[src/pmc_pkg.sv]
// shared constants for the power mode controller
package pmc_pkg;
  localparam int AddrWidth = 4;
  localparam int DataWidth = 8;
  // register offsets
  localparam logic [3:0] OffCtrlA = 4'h0;
  localparam logic [3:0] OffCtrlB = 4'h1;
  localparam logic [3:0] OffRegCtl = 4'h2;
  localparam logic [3:0] OffClkSel = 4'h3;
  localparam logic [3:0] OffGate = 4'h4;
  localparam logic [3:0] OffStatus = 4'h5;
  localparam logic [3:0] OffIrqStat = 4'h6;
  localparam logic [3:0] OffIrqMask = 4'h7;
  // field positions
  localparam int BitIdle = 0;
  localparam int BitStop = 1;
  localparam int BitSuspend = 0;
  localparam int BitSnooze = 1;
  localparam int BitDeepSel = 0;
  localparam int BitSrc = 3;
  // clock select: divider code in [2:0], source in [4:3]
  localparam logic [1:0] SrcFast24 = 2'h0;
  localparam logic [1:0] SrcFast48 = 2'h1;
  localparam logic [1:0] SrcSlow80 = 2'h2;
  localparam logic [2:0] DivReset = 3'h3;
  localparam logic [7:0] ClkSelReset = 8'h03;
  localparam logic [7:0] GateReset = 8'hff;
  localparam int NumWake = 6;
  localparam int NumPeriph = 8;
  // interrupt status bits
  localparam int IrqWake = 0;
  localparam int IrqIdleExit = 1;
  typedef enum logic [2:0] {
    ModeNormal = 3'b000,
    ModeIdle = 3'b001,
    ModeSuspend = 3'b011,
    ModeSnooze = 3'b010,
    ModeStop = 3'b110,
    ModeShutdown = 3'b111
  } mode_type;
endpackage

[src/power_mode_controller.sv]
// power mode sequencer with clock select, divider and wake logic
// What this block does
// normal mode: core clocked, peripherals clocked where their gate register bit is set, no wake source used
// idle request halts core only; any interrupt wakes it
// firmware selects 24.5 MHz source before setting suspend request
// firmware selects 24.5 MHz source before setting snooze request
// suspend and snooze stop core, peripheral clocks and both fast oscillators
// suspend keeps regulators in normal bias
// snooze puts regulators in low bias
// timers three and four may run from slow oscillator in suspend, snooze
// usb, timer four, spi, port match, comparator fall, logic unit wake
// stop entry: clear deep-shutdown select, then set stop request
// stop: power nets off, 1.8 V regulator on, pins held, reset exits
// shutdown entry: set deep-shutdown select, then set stop request
// shutdown: low-voltage regulator off, pins held, pin or power-on reset exits
// after reset system clock is 24.5 MHz source divided by 8
// divider offers divide by 1, 2, 4, 8, 16, 32, 64, 128
// unused digital peripherals have their clocks gated off
// low-power request bits clear themselves on wake
`timescale 1ns/1ps
module power_mode_controller
  import pmc_pkg::*;
#(
  parameter int NumPeriphClk = NumPeriph
)
(
  input wire logic ref_clk,
  input wire logic rst_n,
  input wire logic [AddrWidth-1:0] regAddr,
  input wire logic [DataWidth-1:0] regWdata,
  input wire logic regWrite,
  input wire logic regRead,
  output logic [DataWidth-1:0] regRdata,
  input wire logic anyIrq,
  input wire logic usbActivity,
  input wire logic timer4Event,
  input wire logic spiActivity,
  input wire logic portMatch,
  input wire logic comparator0Out,
  input wire logic configLogicUnitEvent,
  input wire logic configLogicUnitIrqEn,
  output logic coreClkEn,
  output logic [NumPeriphClk-1:0] periphClkEn,
  output logic sysClkTick,
  output logic [1:0] systemClockSelect,
  output logic fastOsc24mEn,
  output logic fastOsc48mEn,
  output logic slowOsc80kEn,
  output logic timer34SlowClkEn,
  output logic regLowBias,
  output logic ldoEn,
  output logic powerNetsEn,
  output logic pinHold,
  output logic irq
);
  logic [1:0] powerCtrlRegA_q;
  logic [1:0] powerCtrlRegB_q;
  logic deepShutdownSelect_q;
  logic [7:0] clkSel_q;
  logic [7:0] gate_q;
  logic [1:0] irqStat_q;
  logic [1:0] irqMask_q;
  mode_type mode_q;
  mode_type mode_d;
  logic [NumWake-1:0] wakeEvt;
  logic [NumWake-1:0] wakeSrc;
  logic [NumWake-1:0] wakeEn;
  logic lowPowerWake;
  logic idleWake;
  logic wrA;
  logic wrB;
  logic divTick;
  logic divRun;

  assign wrA = regWrite && (regAddr == OffCtrlA);
  assign wrB = regWrite && (regAddr == OffCtrlB);

  // wake sources for suspend and snooze
  assign wakeSrc = {configLogicUnitEvent, comparator0Out, portMatch,
                    spiActivity, timer4Event, usbActivity};
  assign wakeEn = {configLogicUnitIrqEn, {(NumWake-1){1'b1}}};

  genvar gi;
  generate
    for (gi = 0; gi < NumWake; gi++)
    begin : g_wake
      wake_detect #(
        .FallEdge(gi == 4)
      ) u_wake (
        .ref_clk(ref_clk),
        .rst_n(rst_n),
        .source(wakeSrc[gi]),
        .enable(wakeEn[gi]),
        .event_o(wakeEvt[gi])
      );
    end
  endgenerate

  assign lowPowerWake = |wakeEvt;
  assign idleWake = anyIrq;

  // mode sequencing
  always_comb
  begin
    mode_d = mode_q;
    unique case (mode_q)
      ModeNormal:
      begin
        if (powerCtrlRegA_q[BitStop])
          mode_d = deepShutdownSelect_q ? ModeShutdown : ModeStop;
        else if (powerCtrlRegB_q[BitSnooze])
          mode_d = ModeSnooze;
        else if (powerCtrlRegB_q[BitSuspend])
          mode_d = ModeSuspend;
        else if (powerCtrlRegA_q[BitIdle])
          mode_d = ModeIdle;
      end
      ModeIdle:
        if (idleWake)
          mode_d = ModeNormal;
      ModeSuspend, ModeSnooze:
        if (lowPowerWake)
          mode_d = ModeNormal;
      // only a reset leaves these
      ModeStop: mode_d = ModeStop;
      ModeShutdown: mode_d = ModeShutdown;
      default: mode_d = ModeNormal;
    endcase
  end

  always_ff @(posedge ref_clk or negedge rst_n)
  begin
    if (!rst_n)
      mode_q <= ModeNormal;
    else
      mode_q <= mode_d;
  end

  // request bits, cleared by hardware on wake
  always_ff @(posedge ref_clk or negedge rst_n)
  begin
    if (!rst_n)
    begin
      powerCtrlRegA_q <= 2'h0;
      powerCtrlRegB_q <= 2'h0;
    end
    else
    begin
      if (mode_q != ModeNormal && mode_d == ModeNormal)
      begin
        powerCtrlRegA_q <= 2'h0;
        powerCtrlRegB_q <= 2'h0;
      end
      else
      begin
        if (wrA)
          powerCtrlRegA_q <= powerCtrlRegA_q | regWdata[1:0];
        if (wrB)
          powerCtrlRegB_q <= powerCtrlRegB_q | regWdata[1:0];
      end
    end
  end

  // configuration registers
  always_ff @(posedge ref_clk or negedge rst_n)
  begin
    if (!rst_n)
    begin
      deepShutdownSelect_q <= 1'b0;
      clkSel_q <= ClkSelReset;
      gate_q <= GateReset;
      irqMask_q <= 2'h0;
    end
    else if (regWrite)
    begin
      if (regAddr == OffRegCtl)
        deepShutdownSelect_q <= regWdata[BitDeepSel];
      if (regAddr == OffClkSel)
        clkSel_q <= {3'h0, regWdata[4:0]};
      if (regAddr == OffGate)
        gate_q <= regWdata;
      if (regAddr == OffIrqMask)
        irqMask_q <= regWdata[1:0];
    end
  end

  // sticky interrupt status, set beats clear
  always_ff @(posedge ref_clk or negedge rst_n)
  begin
    if (!rst_n)
      irqStat_q <= 2'h0;
    else
    begin
      logic [1:0] setBits;
      logic [1:0] clrBits;
      setBits = 2'h0;
      clrBits = 2'h0;
      setBits[IrqWake] = (mode_q == ModeSuspend || mode_q == ModeSnooze) && lowPowerWake;
      setBits[IrqIdleExit] = (mode_q == ModeIdle) && idleWake;
      if (regWrite && regAddr == OffIrqStat)
        clrBits = regWdata[1:0];
      irqStat_q <= (irqStat_q & ~clrBits) | setBits;
    end
  end

  // register read, one cycle later
  always_ff @(posedge ref_clk or negedge rst_n)
  begin
    if (!rst_n)
      regRdata <= 8'h00;
    else if (regRead)
    begin
      unique case (regAddr)
        OffCtrlA: regRdata <= {6'h00, powerCtrlRegA_q};
        OffCtrlB: regRdata <= {6'h00, powerCtrlRegB_q};
        OffRegCtl: regRdata <= {7'h00, deepShutdownSelect_q};
        OffClkSel: regRdata <= clkSel_q;
        OffGate: regRdata <= gate_q;
        OffStatus: regRdata <= {5'h00, mode_q};
        OffIrqStat: regRdata <= {6'h00, irqStat_q};
        OffIrqMask: regRdata <= {6'h00, irqMask_q};
        default: regRdata <= 8'h00;
      endcase
    end
    else
      regRdata <= 8'h00;
  end

  assign divRun = (mode_q == ModeNormal) || (mode_q == ModeIdle);

  clock_divider u_div (
    .ref_clk(ref_clk),
    .rst_n(rst_n),
    .run(divRun),
    .divCode(clkSel_q[2:0]),
    .tick(divTick)
  );

  // registered power and clock outputs
  always_ff @(posedge ref_clk or negedge rst_n)
  begin
    if (!rst_n)
    begin
      coreClkEn <= 1'b1;
      periphClkEn <= '1;
      sysClkTick <= 1'b0;
      systemClockSelect <= SrcFast24;
      fastOsc24mEn <= 1'b1;
      fastOsc48mEn <= 1'b0;
      slowOsc80kEn <= 1'b1;
      timer34SlowClkEn <= 1'b0;
      regLowBias <= 1'b0;
      ldoEn <= 1'b1;
      powerNetsEn <= 1'b1;
      pinHold <= 1'b0;
      irq <= 1'b0;
    end
    else
    begin
      coreClkEn <= (mode_d == ModeNormal);
      periphClkEn <= (mode_d == ModeNormal || mode_d == ModeIdle)
                     ? gate_q[NumPeriphClk-1:0] : '0;
      sysClkTick <= divTick;
      systemClockSelect <= clkSel_q[BitSrc +: 2];
      fastOsc24mEn <= (mode_d == ModeNormal || mode_d == ModeIdle)
                      && clkSel_q[BitSrc +: 2] == SrcFast24;
      fastOsc48mEn <= (mode_d == ModeNormal || mode_d == ModeIdle)
                      && clkSel_q[BitSrc +: 2] == SrcFast48;
      slowOsc80kEn <= (mode_d != ModeStop) && (mode_d != ModeShutdown);
      timer34SlowClkEn <= (mode_d == ModeSuspend || mode_d == ModeSnooze);
      regLowBias <= (mode_d == ModeSnooze);
      ldoEn <= (mode_d != ModeShutdown);
      powerNetsEn <= (mode_d != ModeStop) && (mode_d != ModeShutdown);
      pinHold <= (mode_d == ModeStop) || (mode_d == ModeShutdown);
      irq <= |(irqStat_q & irqMask_q);
    end
  end
endmodule

[src/clock_divider.sv]
// power-of-two clock enable divider, 1 to 128
`timescale 1ns/1ps
module clock_divider
  import pmc_pkg::*;
(
  input wire logic ref_clk,
  input wire logic rst_n,
  input wire logic run,
  input wire logic [2:0] divCode,
  output logic tick
);
  logic [6:0] count_q;
  logic [6:0] limit;
  assign limit = 7'((8'h01 << divCode) - 8'h01);
  always_ff @(posedge ref_clk or negedge rst_n)
  begin
    if (!rst_n)
    begin
      count_q <= 7'h00;
      tick <= 1'b0;
    end
    else if (!run)
    begin
      count_q <= 7'h00;
      tick <= 1'b0;
    end
    else if (count_q >= limit)
    begin
      count_q <= 7'h00;
      tick <= 1'b1;
    end
    else
    begin
      count_q <= count_q + 7'h01;
      tick <= 1'b0;
    end
  end
endmodule

[src/wake_detect.sv]
// qualified wake event detector, falling-edge aware
`timescale 1ns/1ps
module wake_detect
  import pmc_pkg::*;
#(
  parameter bit FallEdge = 1'b0
)
(
  input wire logic ref_clk,
  input wire logic rst_n,
  input wire logic source,
  input wire logic enable,
  output logic event_o
);
  logic prev_q;
  always_ff @(posedge ref_clk or negedge rst_n)
  begin
    if (!rst_n)
    begin
      prev_q <= 1'b0;
      event_o <= 1'b0;
    end
    else
    begin
      prev_q <= source;
      event_o <= enable & (FallEdge ? (prev_q & ~source) : source);
    end
  end
endmodule

[config.mk]
export PLATFORM = sky130hd
export DESIGN_NAME = power_mode_controller
export DESIGN_NICKNAME = d
export VERILOG_FILES = /design/src/pmc_pkg.sv /design/src/power_mode_controller.sv /design/src/clock_divider.sv /design/src/wake_detect.sv
export SDC_FILE = /design/constraint.sdc
export NUM_CORES = 1
export LEC_CHECK = 0
export BUFFER_PORTS_ARGS = -buffer_cell sky130_fd_sc_hd__buf_4
export CAP_MARGIN = 20
export CORE_AREA = 2 2 68 134
export DETAILED_ROUTE_END_ITERATION = 12
export DIE_AREA = 0 0 70 136
export GPL_TIMING_DRIVEN = 0
export PLACE_DENSITY = 0.5
export SYNTH_ARGS = -nofsm -noshare
export SYNTH_HDL_FRONTEND = slang
export SYNTH_HIERARCHICAL = 1
export SYNTH_SLANG_ARGS = --single-unit
[constraint.sdc]
create_clock -name ref_clk -period 3.9 [get_ports ref_clk]
set_input_delay 0.78 -clock ref_clk [delete_from_list [all_inputs] [get_ports ref_clk]]
set_output_delay 0.78 -clock ref_clk [all_outputs]
set_load 0.01 [all_outputs]
==> reports/results.tsv, run 1 <==
stage	metric	value	unit
run_status	status	finished clean	
layout	antennaDiodeCount	0	
drt	wl_per_cell	15.2	um
global_routing	antenna_found_initial	0	
timing	setup_viol	0	
critical_path	ff2ff_setup_slack	1.97	ns
layout	final_cell_mix	buf_4 (52), dfrtp_1 (46), nor2_1 (26), dfstp_2 (22), mux2_2 (16)	
die	core-area	0.00853	mm2
drt	drt_iter0_markers	67	
synth	synth_ff_type	dfrtp_1	
critical_path	r2r_cells	6	
clock_network	cts.sinks	68	
die	die_h	136	um
timing	fin_crit	1.93	ns
timing	max_freq	0.517	GHz
drt	ant_nets	0	
layout	area_growth	28.5	%
layout	fin_util	0.437	
power	p_leak	0.00175	uW
die	die_area	0.00952	mm2
hold_path	whs_path_depth	0	
timing	final-hold-violation-count	0	
clock_network	cts_resized	0	
synth	synth_area	0.00290	mm2
global_routing	grt_pass1_wl	10100	um
synth	synth-edff-count	0	
drt	drtPass1Iterations	4	
synth	synth.avg_cell_area	12.5	um2
critical_path	cp_max_fo	9	
critical_path	endpoint	u_div/tick$_DFF_PN0_	
drt	routed_wl	6110	um
die	die_w	70	um
clock_network	clk_pin_slew	0.05	ns
layout	nets	330	
clock_network	clk-insertion-delay-late	0.33	ns
timing	fin_setup_tns	0	ns
synth	async_reset_ff_frac	1.00	
flow_run	drv_cap	0	
power	p_per_area	661	mW/mm2
critical_path	crit_start	clkSel_q[2]$_DFFE_PN0P_	
place	dp_hpwl	4560	um
clock_network	numCtsBuffers	9	
timing	fin_skew	0.00501	ns
die	start_util	0.340	
critical_path	crit_arrival	2.14	ns
place	port_buffers	51	
synth	yosysTopAreaCellShare	0.397	
critical_path	crit_type	register to register	
layout	layout_commonest_cell	buf_4	
drt	viasPerCell	4.87	
synth	yosys_warnings	6	
critical_path	r2r-end	u_div/tick$_DFF_PN0_	
synth	synth_top_area_cell	dfrtp_1	
synth	syn-instance-count	232	
clock_network	post_cts_buffers	0	
layout	drive_gt1_frac	0.416	
hold_path	hp-class	register to register	
global_routing	grt_pass1_vias	2029	
critical_path	r2r-start	clkSel_q[2]$_DFFE_PN0P_	
die	io_pins	53	
synth	synth_cell_types	52	
global_routing	grt.overflow.total	0	
timing	max_slew.worst_pin.slew	0.830	ns
critical_path	cp-start-kind	register	
timing	fin_crit_sh	0.496	
global_routing	grt_max_degree	69	
synth	ys_ff_latch	68	
timing	finalMaxSlewViolations	0	
place	place.gp.congestion	0.772	
power	power.total	2460	uW
timing	slew_headroom	0.447	
critical_path	worst_setup_path_end_kind	register	
power	vdd_ir_drop_max	0.000271	V
critical_path	crit_required	4.11	ns
synth	synthTopCellsByArea	dfrtp_1 (40%), dfstp_2 (20%), mux2_2 (6.2%), ha_1 (3.5%), nor2_1 (3.4%)	
layout	fillers	840	
global_routing	grt_usage	0.141	
clock_network	htree_num_levels	3	
clock_network	clockBufferDepth	2	
drt	drc	0	
clock_network	cts_tree	built	
drt	vias	1964	
clock_network	holdBufCountCts	0	
clock_network	cts-root-buf	clkbuf_16	
timing	grt_setup_unrepaired	false	
synth	seq_area_frac_synth	0.596	
die	rows	48	
==> report_power, final <==
group / switching (uW) / total, uW / internal (uW)
registers: 113 / 1030 / 921
logic: 305 / 621 / 316
clock network: 282 / 809 / 527
==> worst max-delay path, stage by stage, from the launching register on <==
cell and delay [ns]:
dfrtp_1 0.48, or3_1 0.39, ha_1 0.27, nand2b_1 0.15, a211oi_2 0.28, o21ai_0 0.10, and2_1 0.17
==> logic make-up (layout without fill, tap and decap cells) <==
logic type,Yosys count,in the layout,share of synthesized area
simple gates,84,84,0.162
flops,68,68,0.596
compound gates,31,31,0.0790
mux,23,23,0.0906
buf+inv,12,79,0.0207
fa+ha+maj,8,8,0.0345
xor+xnor,5,5,0.0151
other cells,1,5,0.00129
==> area by class of cell <==
class,instances,area [um2],area share
Buffer,5,33.8,0.00907
Clock buffer,12,256,0.0688
Clock inverter,4,47.5,0.0128
Inverter,7,26.3,0.00705
Multi-Input combinational cell,156,1120,0.302
Sequential cell,68,1730,0.464
Tap cell,100,125,0.0336
Timing Repair Buffer,51,383,0.103
==> Yosys cell counts (all sizes together), types with 2 or more instances <==
cell type,instances
dfrtp,46
nor2,27
dfstp,22
mux2,16
and2,14
nand2,13
ha,8
o21ai,8
inv,7
a21oi,6
mux2i,6
nand3,6
buf,5
and3,4
nor3,4
o31ai,4
nand2b,3
xnor2,3
a22oi,2
a31oi,2
a41oi,2
nand3b,2
nor4b,2
xor2,2
==> metal layers <==
layer / routed length [um] / share of wire / track usage / vias to the layer above
met3: 240 / 0.039 / 0.0408 / 12
met5: 0 / 0 / 0 / -
li1: - / - / - / 935
met4: 185 / 0.030 / 0.0823 / 0
met1: 2230 / 0.37 / 0.139 / 973
met2: 3450 / 0.56 / 0.257 / 44
==> metrics by stage <==
stage,area (um2),cells,hold slack [ns],setup WS [ns]
2_1_floorplan,2910,236,0.331,2.04
3_3_place_gp,3420,387,0.339,1.64
3_5_place_dp,3420,387,0.339,1.64
4_1_cts,3730,403,0.359,1.95
5_1_grt,3730,403,0.366,1.81
6_report,3730,403,0.357,1.97
==> state kept, by name, indices dropped and copies added, names as in the netlist, 2 cells and up <==
name / flops
irqMask_q: 2
systemClockSelect: 2
mode_q: 3
clkSel_q: 5
irqStat_q: 2
gate_q: 8
regRdata: 8
g_wake.u_wake/event_o: 6
periphClkEn: 8
u_div/count_q: 7
powerCtrlRegB_q: 2
powerCtrlRegA_q: 2
==> how the worst min path moves through the flow <==
stage                                end                  from
finish              sysClkTick$_DFF_PN0_  u_div/tick$_DFF_PN0_
global route        sysClkTick$_DFF_PN0_  u_div/tick$_DFF_PN0_
detailed placement  sysClkTick$_DFF_PN0_  u_div/tick$_DFF_PN0_
global placement    sysClkTick$_DFF_PN0_  u_div/tick$_DFF_PN0_
floorplan           sysClkTick$_DFF_PN0_  u_div/tick$_DFF_PN0_
CTS                 sysClkTick$_DFF_PN0_  u_div/tick$_DFF_PN0_
Power figures use the tool's default switching activity.
==> run 2: changes to the inputs <==
- clock period: 3.9 -> 2 ns (I/O delays scaled with it)
==> run 2 against run 1 <==
Net effect:
- hold slack lost 0.18 ns
- via count grew 0.56%
- die area stayed put
- maximum frequency grew 5.0%
- utilization rose by 0.28 points
- worst setup slack worse by 1.8 ns
- non-clock buffer count grew 3
- combinational power increased by 100%
- flip-flop and latch count unchanged
- global-route usage stayed put
- critical path depth stayed put
- first-iteration DRC count rose by 3.0%
- critical endpoint unchanged
- largest cell class unchanged
==> reports/results.tsv, run 2 (same netlist as run 1, synthesis figures left out) <==
stage	metric	value	unit	change
drt	wl_per_cell	15.1	um	was 15.2 um
clock_network	clk-insertion-delay-late	0.33	ns	about the same
global_routing	grt_usage	0.141		unchanged
global_routing	antenna_found_initial	0		unchanged
clock_network	cts.sinks	68		unchanged
timing	finalMaxSlewViolations	0		unchanged
clock_network	cts-root-buf	clkbuf_16		unchanged
critical_path	ff2ff_setup_slack	0.16	ns	was 1.97 ns
drt	routed_wl	6140	um	was 6110 um
timing	final-hold-violation-count	0		unchanged
power	p_per_area	1290	mW/mm2	was 661 mW/mm2
die	io_pins	53		unchanged
layout	final_cell_mix	buf_4 (55), dfrtp_1 (45), nor2_1 (26), dfstp_2 (22), mux2_2 (16)		was buf_4 (52), dfrtp_1 (46), nor2_1 (26), dfstp_2 (22), mux2_2 (16)
critical_path	r2r_cells	6		unchanged
layout	largestRegisters	gate_q x8, periphClkEn x8, regRdata x8		unchanged
layout	antennaDiodeCount	0		unchanged
timing	fin_crit	1.84	ns	was 1.93 ns
timing	fin_skew	0.00490	ns	was 0.00501 ns
clock_network	holdBufCountCts	0		unchanged
die	start_util	0.340		unchanged
clock_network	clockBufferDepth	2		unchanged
power	p_leak	0.00176	uW	was 0.00175 uW
clock_network	numCtsBuffers	9		unchanged
flow_run	drv_cap	0		unchanged
die	core-area	0.00853	mm2	unchanged
layout	layout_commonest_cell	buf_4		unchanged
power	vdd_ir_drop_max	0.000529	V	was 0.000271 V
global_routing	grt_pass1_vias	2029		unchanged
clock_network	cts_tree	built		unchanged
place	place.gp.congestion	0.772		unchanged
run_status	status	finished clean		unchanged
critical_path	crit_start	clkSel_q[1]$_DFFE_PN1P_		was clkSel_q[2]$_DFFE_PN0P_
drt	ant_nets	0		unchanged
timing	fin_setup_tns	0	ns	unchanged
critical_path	crit_chain	o21ai_0 -> ha_1 -> a211o_1 -> a21oi_1 -> o21ai_0 -> and2_1		was or3_1 -> ha_1 -> nand2b_1 -> a211oi_2 -> o21ai_0 -> and2_1
critical_path	r2r-end	u_div/tick$_DFF_PN0_		unchanged
hold_path	hp-class	primary input to asynchronous set/reset pin		was register to register
drt	drtPass1Iterations	4		unchanged
die	die_h	136	um	unchanged
global_routing	grt_pass1_wl	10100	um	unchanged
timing	max_slew.worst_pin.slew	0.830	ns	about the same
critical_path	crit_arrival	2.05	ns	was 2.14 ns
timing	slew_headroom	0.446		was 0.447
layout	area_growth	29.3	%	was 28.5%
critical_path	cp-start-kind	register		unchanged
clock_network	htree_num_levels	3		unchanged
place	dp_hpwl	4560	um	unchanged
die	rows	48		unchanged
drt	vias	1975		was 1,964
die	die_w	70	um	unchanged
critical_path	crit_path_frequent_cell	o21ai_0		
critical_path	worst_setup_path_end_kind	register		unchanged
drt	viasPerCell	4.86		was 4.87
layout	drive_gt1_frac	0.425		was 0.416
timing	max_freq	0.543	GHz	was 0.517 GHz
timing	grt_setup_unrepaired	false		unchanged
critical_path	endpoint	u_div/tick$_DFF_PN0_		unchanged
drt	drt_iter0_markers	69		was 67
drt	drc	0		unchanged
place	port_buffers	51		unchanged
layout	fillers	840		unchanged
clock_network	clk_pin_slew	0.05	ns	about the same
global_routing	grt.overflow.total	0		unchanged
die	die_area	0.00952	mm2	unchanged
layout	fin_util	0.440		was 0.437
critical_path	crit_required	2.21	ns	was 4.11 ns
timing	setup_viol	0		unchanged
global_routing	grt_max_degree	69		unchanged
critical_path	critical-path-max-stage-delay	0.60	ns	was 0.48 ns
critical_path	r2r-start	clkSel_q[1]$_DFFE_PN1P_		was clkSel_q[2]$_DFFE_PN0P_
critical_path	crit_type	register to register		unchanged
timing	fin_crit_sh	0.920		was 0.496
critical_path	cp_max_fo	8		was 9
critical_path	crit_slowest_cell	dfstp_2		was dfrtp_1
layout	nets	333		was 330
-- run 2: how the worst min path moves through the flow --
| stage | start | end | slack [ns] |
|---|---|---|---|
| after floorplan | rst_n | clkSel_q[2]$_DFFE_PN0P_ | 0.10 |
| after global placement | u_div/tick$_DFF_PN0_ | sysClkTick$_DFF_PN0_ | 0.34 |
| after detailed placement | u_div/tick$_DFF_PN0_ | sysClkTick$_DFF_PN0_ | 0.34 |
| after CTS | comparator0Out | g_wake[4].u_wake/prev_q$_DFF_PN0_ | 0.17 |
| after global routing | comparator0Out | g_wake[4].u_wake/prev_q$_DFF_PN0_ | 0.17 |
| final | rst_n | timer34SlowClkEn$_DFF_PN0_ | 0.17 |
-- run 2: worst max-delay path: cells and delay by family, from the launching register on --
| kind | cells | cell delay, ns |
|---|---|---|
| AOI/OAI and AO/OA | 4 | 0.67 |
| DFF | 1 | 0.60 |
| and+or+nand+nor | 1 | 0.17 |
| adders and majority gates | 1 | 0.30 |
-- run 2: timing repair --
| action | CTS | global route |
|---|---|---|
| setup buffers | 0 | 3 |
| resized for setup | 0 | 1 |
| endpoints found under the setup margin | 0 | 8 |
-- run 2: metal layers --
| metal | routed length, um | vias to the layer above | GRT usage | share of wire |
|---|---|---|---|---|
| met4 | 187 | 0 | 0.0823 | 0.030 |
| li1 | - | 942 | - | - |
| met3 | 264 | 12 | 0.0408 | 0.043 |
| met2 | 3450 | 48 | 0.257 | 0.56 |
| met5 | 0 | - | 0 | 0 |
| met1 | 2230 | 973 | 0.139 | 0.36 |
-- run 2: where the power goes --
part	switching, uW	leakage [uW]	internal (uW)
Clock	550	0.000149	1030
Sequential	215	0.000829	1800
Combinational	602	0.000786	634
-- run 2: stage by stage --
stage	setup slack (ns)	instance area, um2	cells	total power [uW]	hold WS, ns
finish	0.160	3750	406	4820	0.175
global route	0.00921	3750	406	5140	0.173
CTS	0.0455	3730	403	4900	0.172
detailed placement	0.0564	3420	387	3290	0.339
global placement	0.0616	3420	387	3260	0.339
floorplan	0.227	2910	236	2750	0.104
-- run 2: cell type report --
class | count | area [um2] | share of cell area
sequential | 68 | 1730 | 0.461
multi-input combinational | 156 | 1120 | 0.300
timing repair buffer | 54 | 405 | 0.108
clock buffer | 12 | 256 | 0.0684
tap | 100 | 125 | 0.0334
clock inverter | 4 | 47.5 | 0.0127
buffer | 5 | 33.8 | 0.00901
inverter | 7 | 26.3 | 0.00701
==> run 3: changes to the inputs <==
- CORE_AREA: 2 2 68 134 -> 2 2 68 135
- DIE_AREA: 0 0 70 136 -> 0 0 70 137
- SYNTH_HIERARCHICAL: 1 -> unset
==> run 3 against run 2 <==
Net effect:
- clock skew is essentially flat
- cell area grew 3.3%
- register-to-register slack lost 0.48 ns
- highest routed layer unchanged
- non-clock buffer count grew 8
- count of clock-buffer cells in the layout is the same
- global-route usage grew 1.2 points
- the flow now finishes with violations (negative setup slack)
==> reports/results.tsv, run 3 <==
stage	metric	value	unit	change
clock_network	clockBufferDepth	2		unchanged
timing	finalMaxSlewViolations	0		unchanged
place	place.gp.congestion	0.840		was 0.772
layout	antennaDiodeCount	0		unchanged
critical_path	cp.depth	7		was 6
power	vdd_ir_drop_max	0.000611	V	was 0.000529 V
layout	area_growth	32.4	%	was 29.3%
critical_path	crit_slowest_cell	or3_4		was dfstp_2
drt	viasPerCell	4.92		was 4.86
timing	max_slew.worst_pin.slew	0.866	ns	was 0.830 ns
synth	synth_ff_type	dfrtp_1		unchanged
layout	layout_commonest_cell	buf_4		unchanged
synth	synthTopCellsByCount	dfrtp_1 (46), nor2_1 (23), dfstp_2 (22)		was dfrtp_1 (46), nor2_1 (26), dfstp_2 (22)
drt	drt_iter0_markers	107		was 69
layout	final_cell_mix	buf_4 (62), dfrtp_1 (45), nor2_1 (23), dfstp_2 (22)		was buf_4 (55), dfrtp_1 (45), nor2_1 (26), dfstp_2 (22), mux2_2 (16)
hold_path	hp-class	primary input to register		was primary input to asynchronous set/reset pin
die	rows	48		unchanged
run_status	violations	negative setup slack		
synth	syn-instance-count	245		was 232
synth	synth.avg_cell_area	11.9	um2	was 12.5 um2
critical_path	ff2ff_setup_slack	-0.32	ns	was 0.16 ns
synth	yosys_warnings	0		was 6
drt	routed_wl	6640	um	was 6140 um
hold_path	whs_path_depth	1		
clock_network	htree_num_levels	3		unchanged
clock_network	clk-insertion-delay-late	0.33	ns	about the same
synth	synth_area	0.00293	mm2	was 0.00290 mm2
synth	async_reset_ff_frac	1.00		unchanged
place	post-place-ws	-0.522	ns	was 0.0564 ns
global_routing	grt_pass1_vias	2218		was 2,029
global_routing	grt_max_degree	69		unchanged
die	io_pins	53		unchanged
synth	yosysTopAreaCellShare	0.393		was 0.397
die	die_h	137	um	was 136 um
critical_path	crit_type	register to register		unchanged
critical_path	critical-path-max-stage-delay	0.40	ns	was 0.60 ns
timing	grt_setup_unrepaired	true		was false
synth	synth_cell_types	49		was 52
critical_path	cp_max_fo	7		was 8
place	port_buffers	52		was 51
layout	largestRegisters	gate_q x8, periphClkEn x8, regRdata x8		unchanged
timing	slew_headroom	0.423		was 0.446
critical_path	crit_arrival	2.52	ns	was 2.05 ns
timing	fin_crit	2.32	ns	was 1.84 ns
global_routing	grt_usage	0.153		was 0.141
die	start_util	0.343		was 0.340
drt	ant_nets	0		unchanged
layout	fin_cells	420		was 406
drt	drtPass1Iterations	4		unchanged
drt	vias	2067		was 1,975
drt	drc	0		unchanged
global_routing	grt_pass1_wl	10900	um	was 10,100 um
run_status	status	complete, but fails checks		was finished clean
critical_path	crit_required	2.20	ns	was 2.21 ns
power	p_per_area	1300	mW/mm2	was 1290 mW/mm2
synth	seq_area_frac_synth	0.591		was 0.596
global_routing	grt.overflow.total	0		unchanged
timing	setup_viol	8		was 0
critical_path	r2r-end	u_div.count_q[4]$_DFF_PN0_		was u_div/tick$_DFF_PN0_
place	dp_hpwl	4700	um	was 4560 um
clock_network	numCtsBuffers	9		unchanged
drt	wl_per_cell	15.8	um	was 15.1 um
die	die_area	0.00959	mm2	was 0.00952 mm2
clock_network	cts_tree	built		unchanged
die	core-area	0.00853	mm2	unchanged
critical_path	crit_chain	or3_4 -> ha_4 -> o31a_1 -> ha_4 -> nand4_1 -> o31ai_4 -> nor2_1		was o21ai_0 -> ha_1 -> a211o_1 -> a21oi_1 -> o21ai_0 -> and2_1
timing	fin_setup_tns	-2.43	ns	was 0 ns
global_routing	antenna_found_initial	0		unchanged
synth	synthTopCellsByArea	dfrtp_1 (39%), dfstp_2 (20%), mux2_2 (5.4%), ha_1 (3.8%), nor2_1 (2.9%)		was dfrtp_1 (40%), dfstp_2 (20%), mux2_2 (6.2%), ha_1 (3.5%), nor2_1 (3.4%)
clock_network	clk_pin_slew	0.05	ns	about the same
critical_path	cp_top_family	compound AO/OA/AOI/OAI gates		unchanged
power	p_leak	0.00178	uW	was 0.00176 uW
synth	ys_ff_latch	68		unchanged
place	dp_cells	397		was 387
layout	nets	348		was 333
hold_path	whs_endpoint	g_wake[1].u_wake.event_o$_DFF_PN0_		
die	die_w	70	um	unchanged
timing	max_freq	0.431	GHz	was 0.543 GHz
timing	fin_skew	0.00453	ns	was 0.00490 ns
critical_path	r2r-start	clkSel_q[1]$_DFFE_PN1P_		unchanged
layout	drive_gt1_frac	0.409		was 0.425
critical_path	crit_path_frequent_cell	ha_4		was o21ai_0
critical_path	cp-start-kind	register		unchanged
synth	synth_nets	278		
critical_path	cp_num_buf_inv	0		unchanged
timing	fin_crit_sh	1.16		was 0.920
timing	fin_ws	-0.320	ns	was 0.160 ns
timing	final-hold-violation-count	0		unchanged
synth	yosysMostFrequentCell	dfrtp_1		unchanged
critical_path	r2r_cells	7		was 6
clock_network	cts.sinks	68		unchanged
critical_path	worst_setup_path_end_kind	register		unchanged
hold_path	worstHoldStart	timer4Event		
synth	synth_top_area_cell	dfrtp_1		unchanged
clock_network	cts-root-buf	clkbuf_16		unchanged
synth	synth-edff-count	0		unchanged
flow_run	drv_cap	0		unchanged
## run 3: cell types whose count changed after synthesis, sizes merged, moves of 3 or more
cell / before / now
mux2i: 6 / 1
nor2: 27 / 23
nand4: 0 / 3
o31ai: 4 / 1
a31oi: 2 / 5
a21oi: 6 / 10
nor3: 4 / 9
and2: 14 / 9
nand3: 6 / 3
## run 3: worst reg2reg max path, delay by kind of cell (launching register included)
| family | cells | cell delay, ns |
|---|---|---|
| AND/OR/NAND/NOR | 3 | 0.65 |
| flip-flops | 1 | 0.38 |
| adder cells (fa/ha/maj) | 2 | 0.48 |
| AO/OA/AOI/OAI | 2 | 0.68 |
## run 3: how the worst max path moves through the flow
stage / start / to / slack, ns
floorplan: clkSel_q[0]$_DFFE_PN1P_ / u_div.count_q[0]$_DFF_PN0_ / -0.33
global placement: clkSel_q[0]$_DFFE_PN1P_ / u_div.count_q[0]$_DFF_PN0_ / -0.51
detailed placement: clkSel_q[0]$_DFFE_PN1P_ / u_div.count_q[0]$_DFF_PN0_ / -0.52
CTS: clkSel_q[0]$_DFFE_PN1P_ / u_div.count_q[0]$_DFF_PN0_ / -0.39
global route: clkSel_q[1]$_DFFE_PN1P_ / u_div.count_q[6]$_DFF_PN0_ / -0.44
finish: clkSel_q[1]$_DFFE_PN1P_ / u_div.count_q[4]$_DFF_PN0_ / -0.32
## run 3: area by class of cell
| cell class | instances | area, um2 |
|---|---|---|
| inverters | 9 | 33.8 |
| well taps | 100 | 125 |
| plain buffers | 7 | 37.5 |
| clock inverters | 4 | 47.5 |
| fillers | 817 | 4650 |
| multi-input cells | 160 | 1190 |
| flip-flops and latches | 68 | 1730 |
| clock buffers | 12 | 256 |
| repair buffers | 60 | 450 |
## run 3: report_power, final
| part | switching (uW) | total [uW] | internal, uW | leakage [uW] |
|---|---|---|---|---|
| registers | 199 | 1980 | 1780 | 0.000822 |
| clock network | 565 | 1590 | 1030 | 0.000149 |
| logic | 749 | 1440 | 693 | 0.000812 |
| total | 1510 | 5020 | 3500 | 0.00178 |
## run 3: routing by layer
layer	track usage	wire, um	up-vias	share of wire
li1	-	-	1008	-
met1	0.159	2480	998	0.37
met2	0.278	3720	49	0.56
met3	0.0479	278	12	0.042
met4	0.0705	156	0	0.024
met5	0	0	-	0
## run 3: kinds of logic (layout without fill, tap and decap cells)
logic type                 after synthesis  after routing  synth area share
DFF                                     68             68             0.591
adders and majority gates                9              9            0.0385
muxes                                   16             16            0.0650
xor gates and xnor gates                 6              6            0.0180
and+or+nand+nor                         87             87             0.167
buffers and inverters                   17             92            0.0261
AOI/OAI and AO/OA                       42             42            0.0949
## run 3: timing repair
| item | CTS | global route |
|---|---|---|
| setup buffers | 7 | 1 |
| pin swaps | 11 | 9 |
| endpoints found under the setup margin | 8 | 8 |
| hold buffers | 0 | 0 |
| gates resized for setup | 5 | 0 |
## run 3: through the flow
stage	hold WS [ns]	total power [uW]	instance area, um2	utilization
2_1_floorplan	0.104	2810	2970	-
3_3_place_gp	0.347	3340	3480	0.409
3_5_place_dp	0.344	3360	3480	0.409
4_1_cts	0.158	5080	3870	0.453
5_1_grt	0.159	5340	3870	0.454
6_report	0.172	5020	3870	0.454
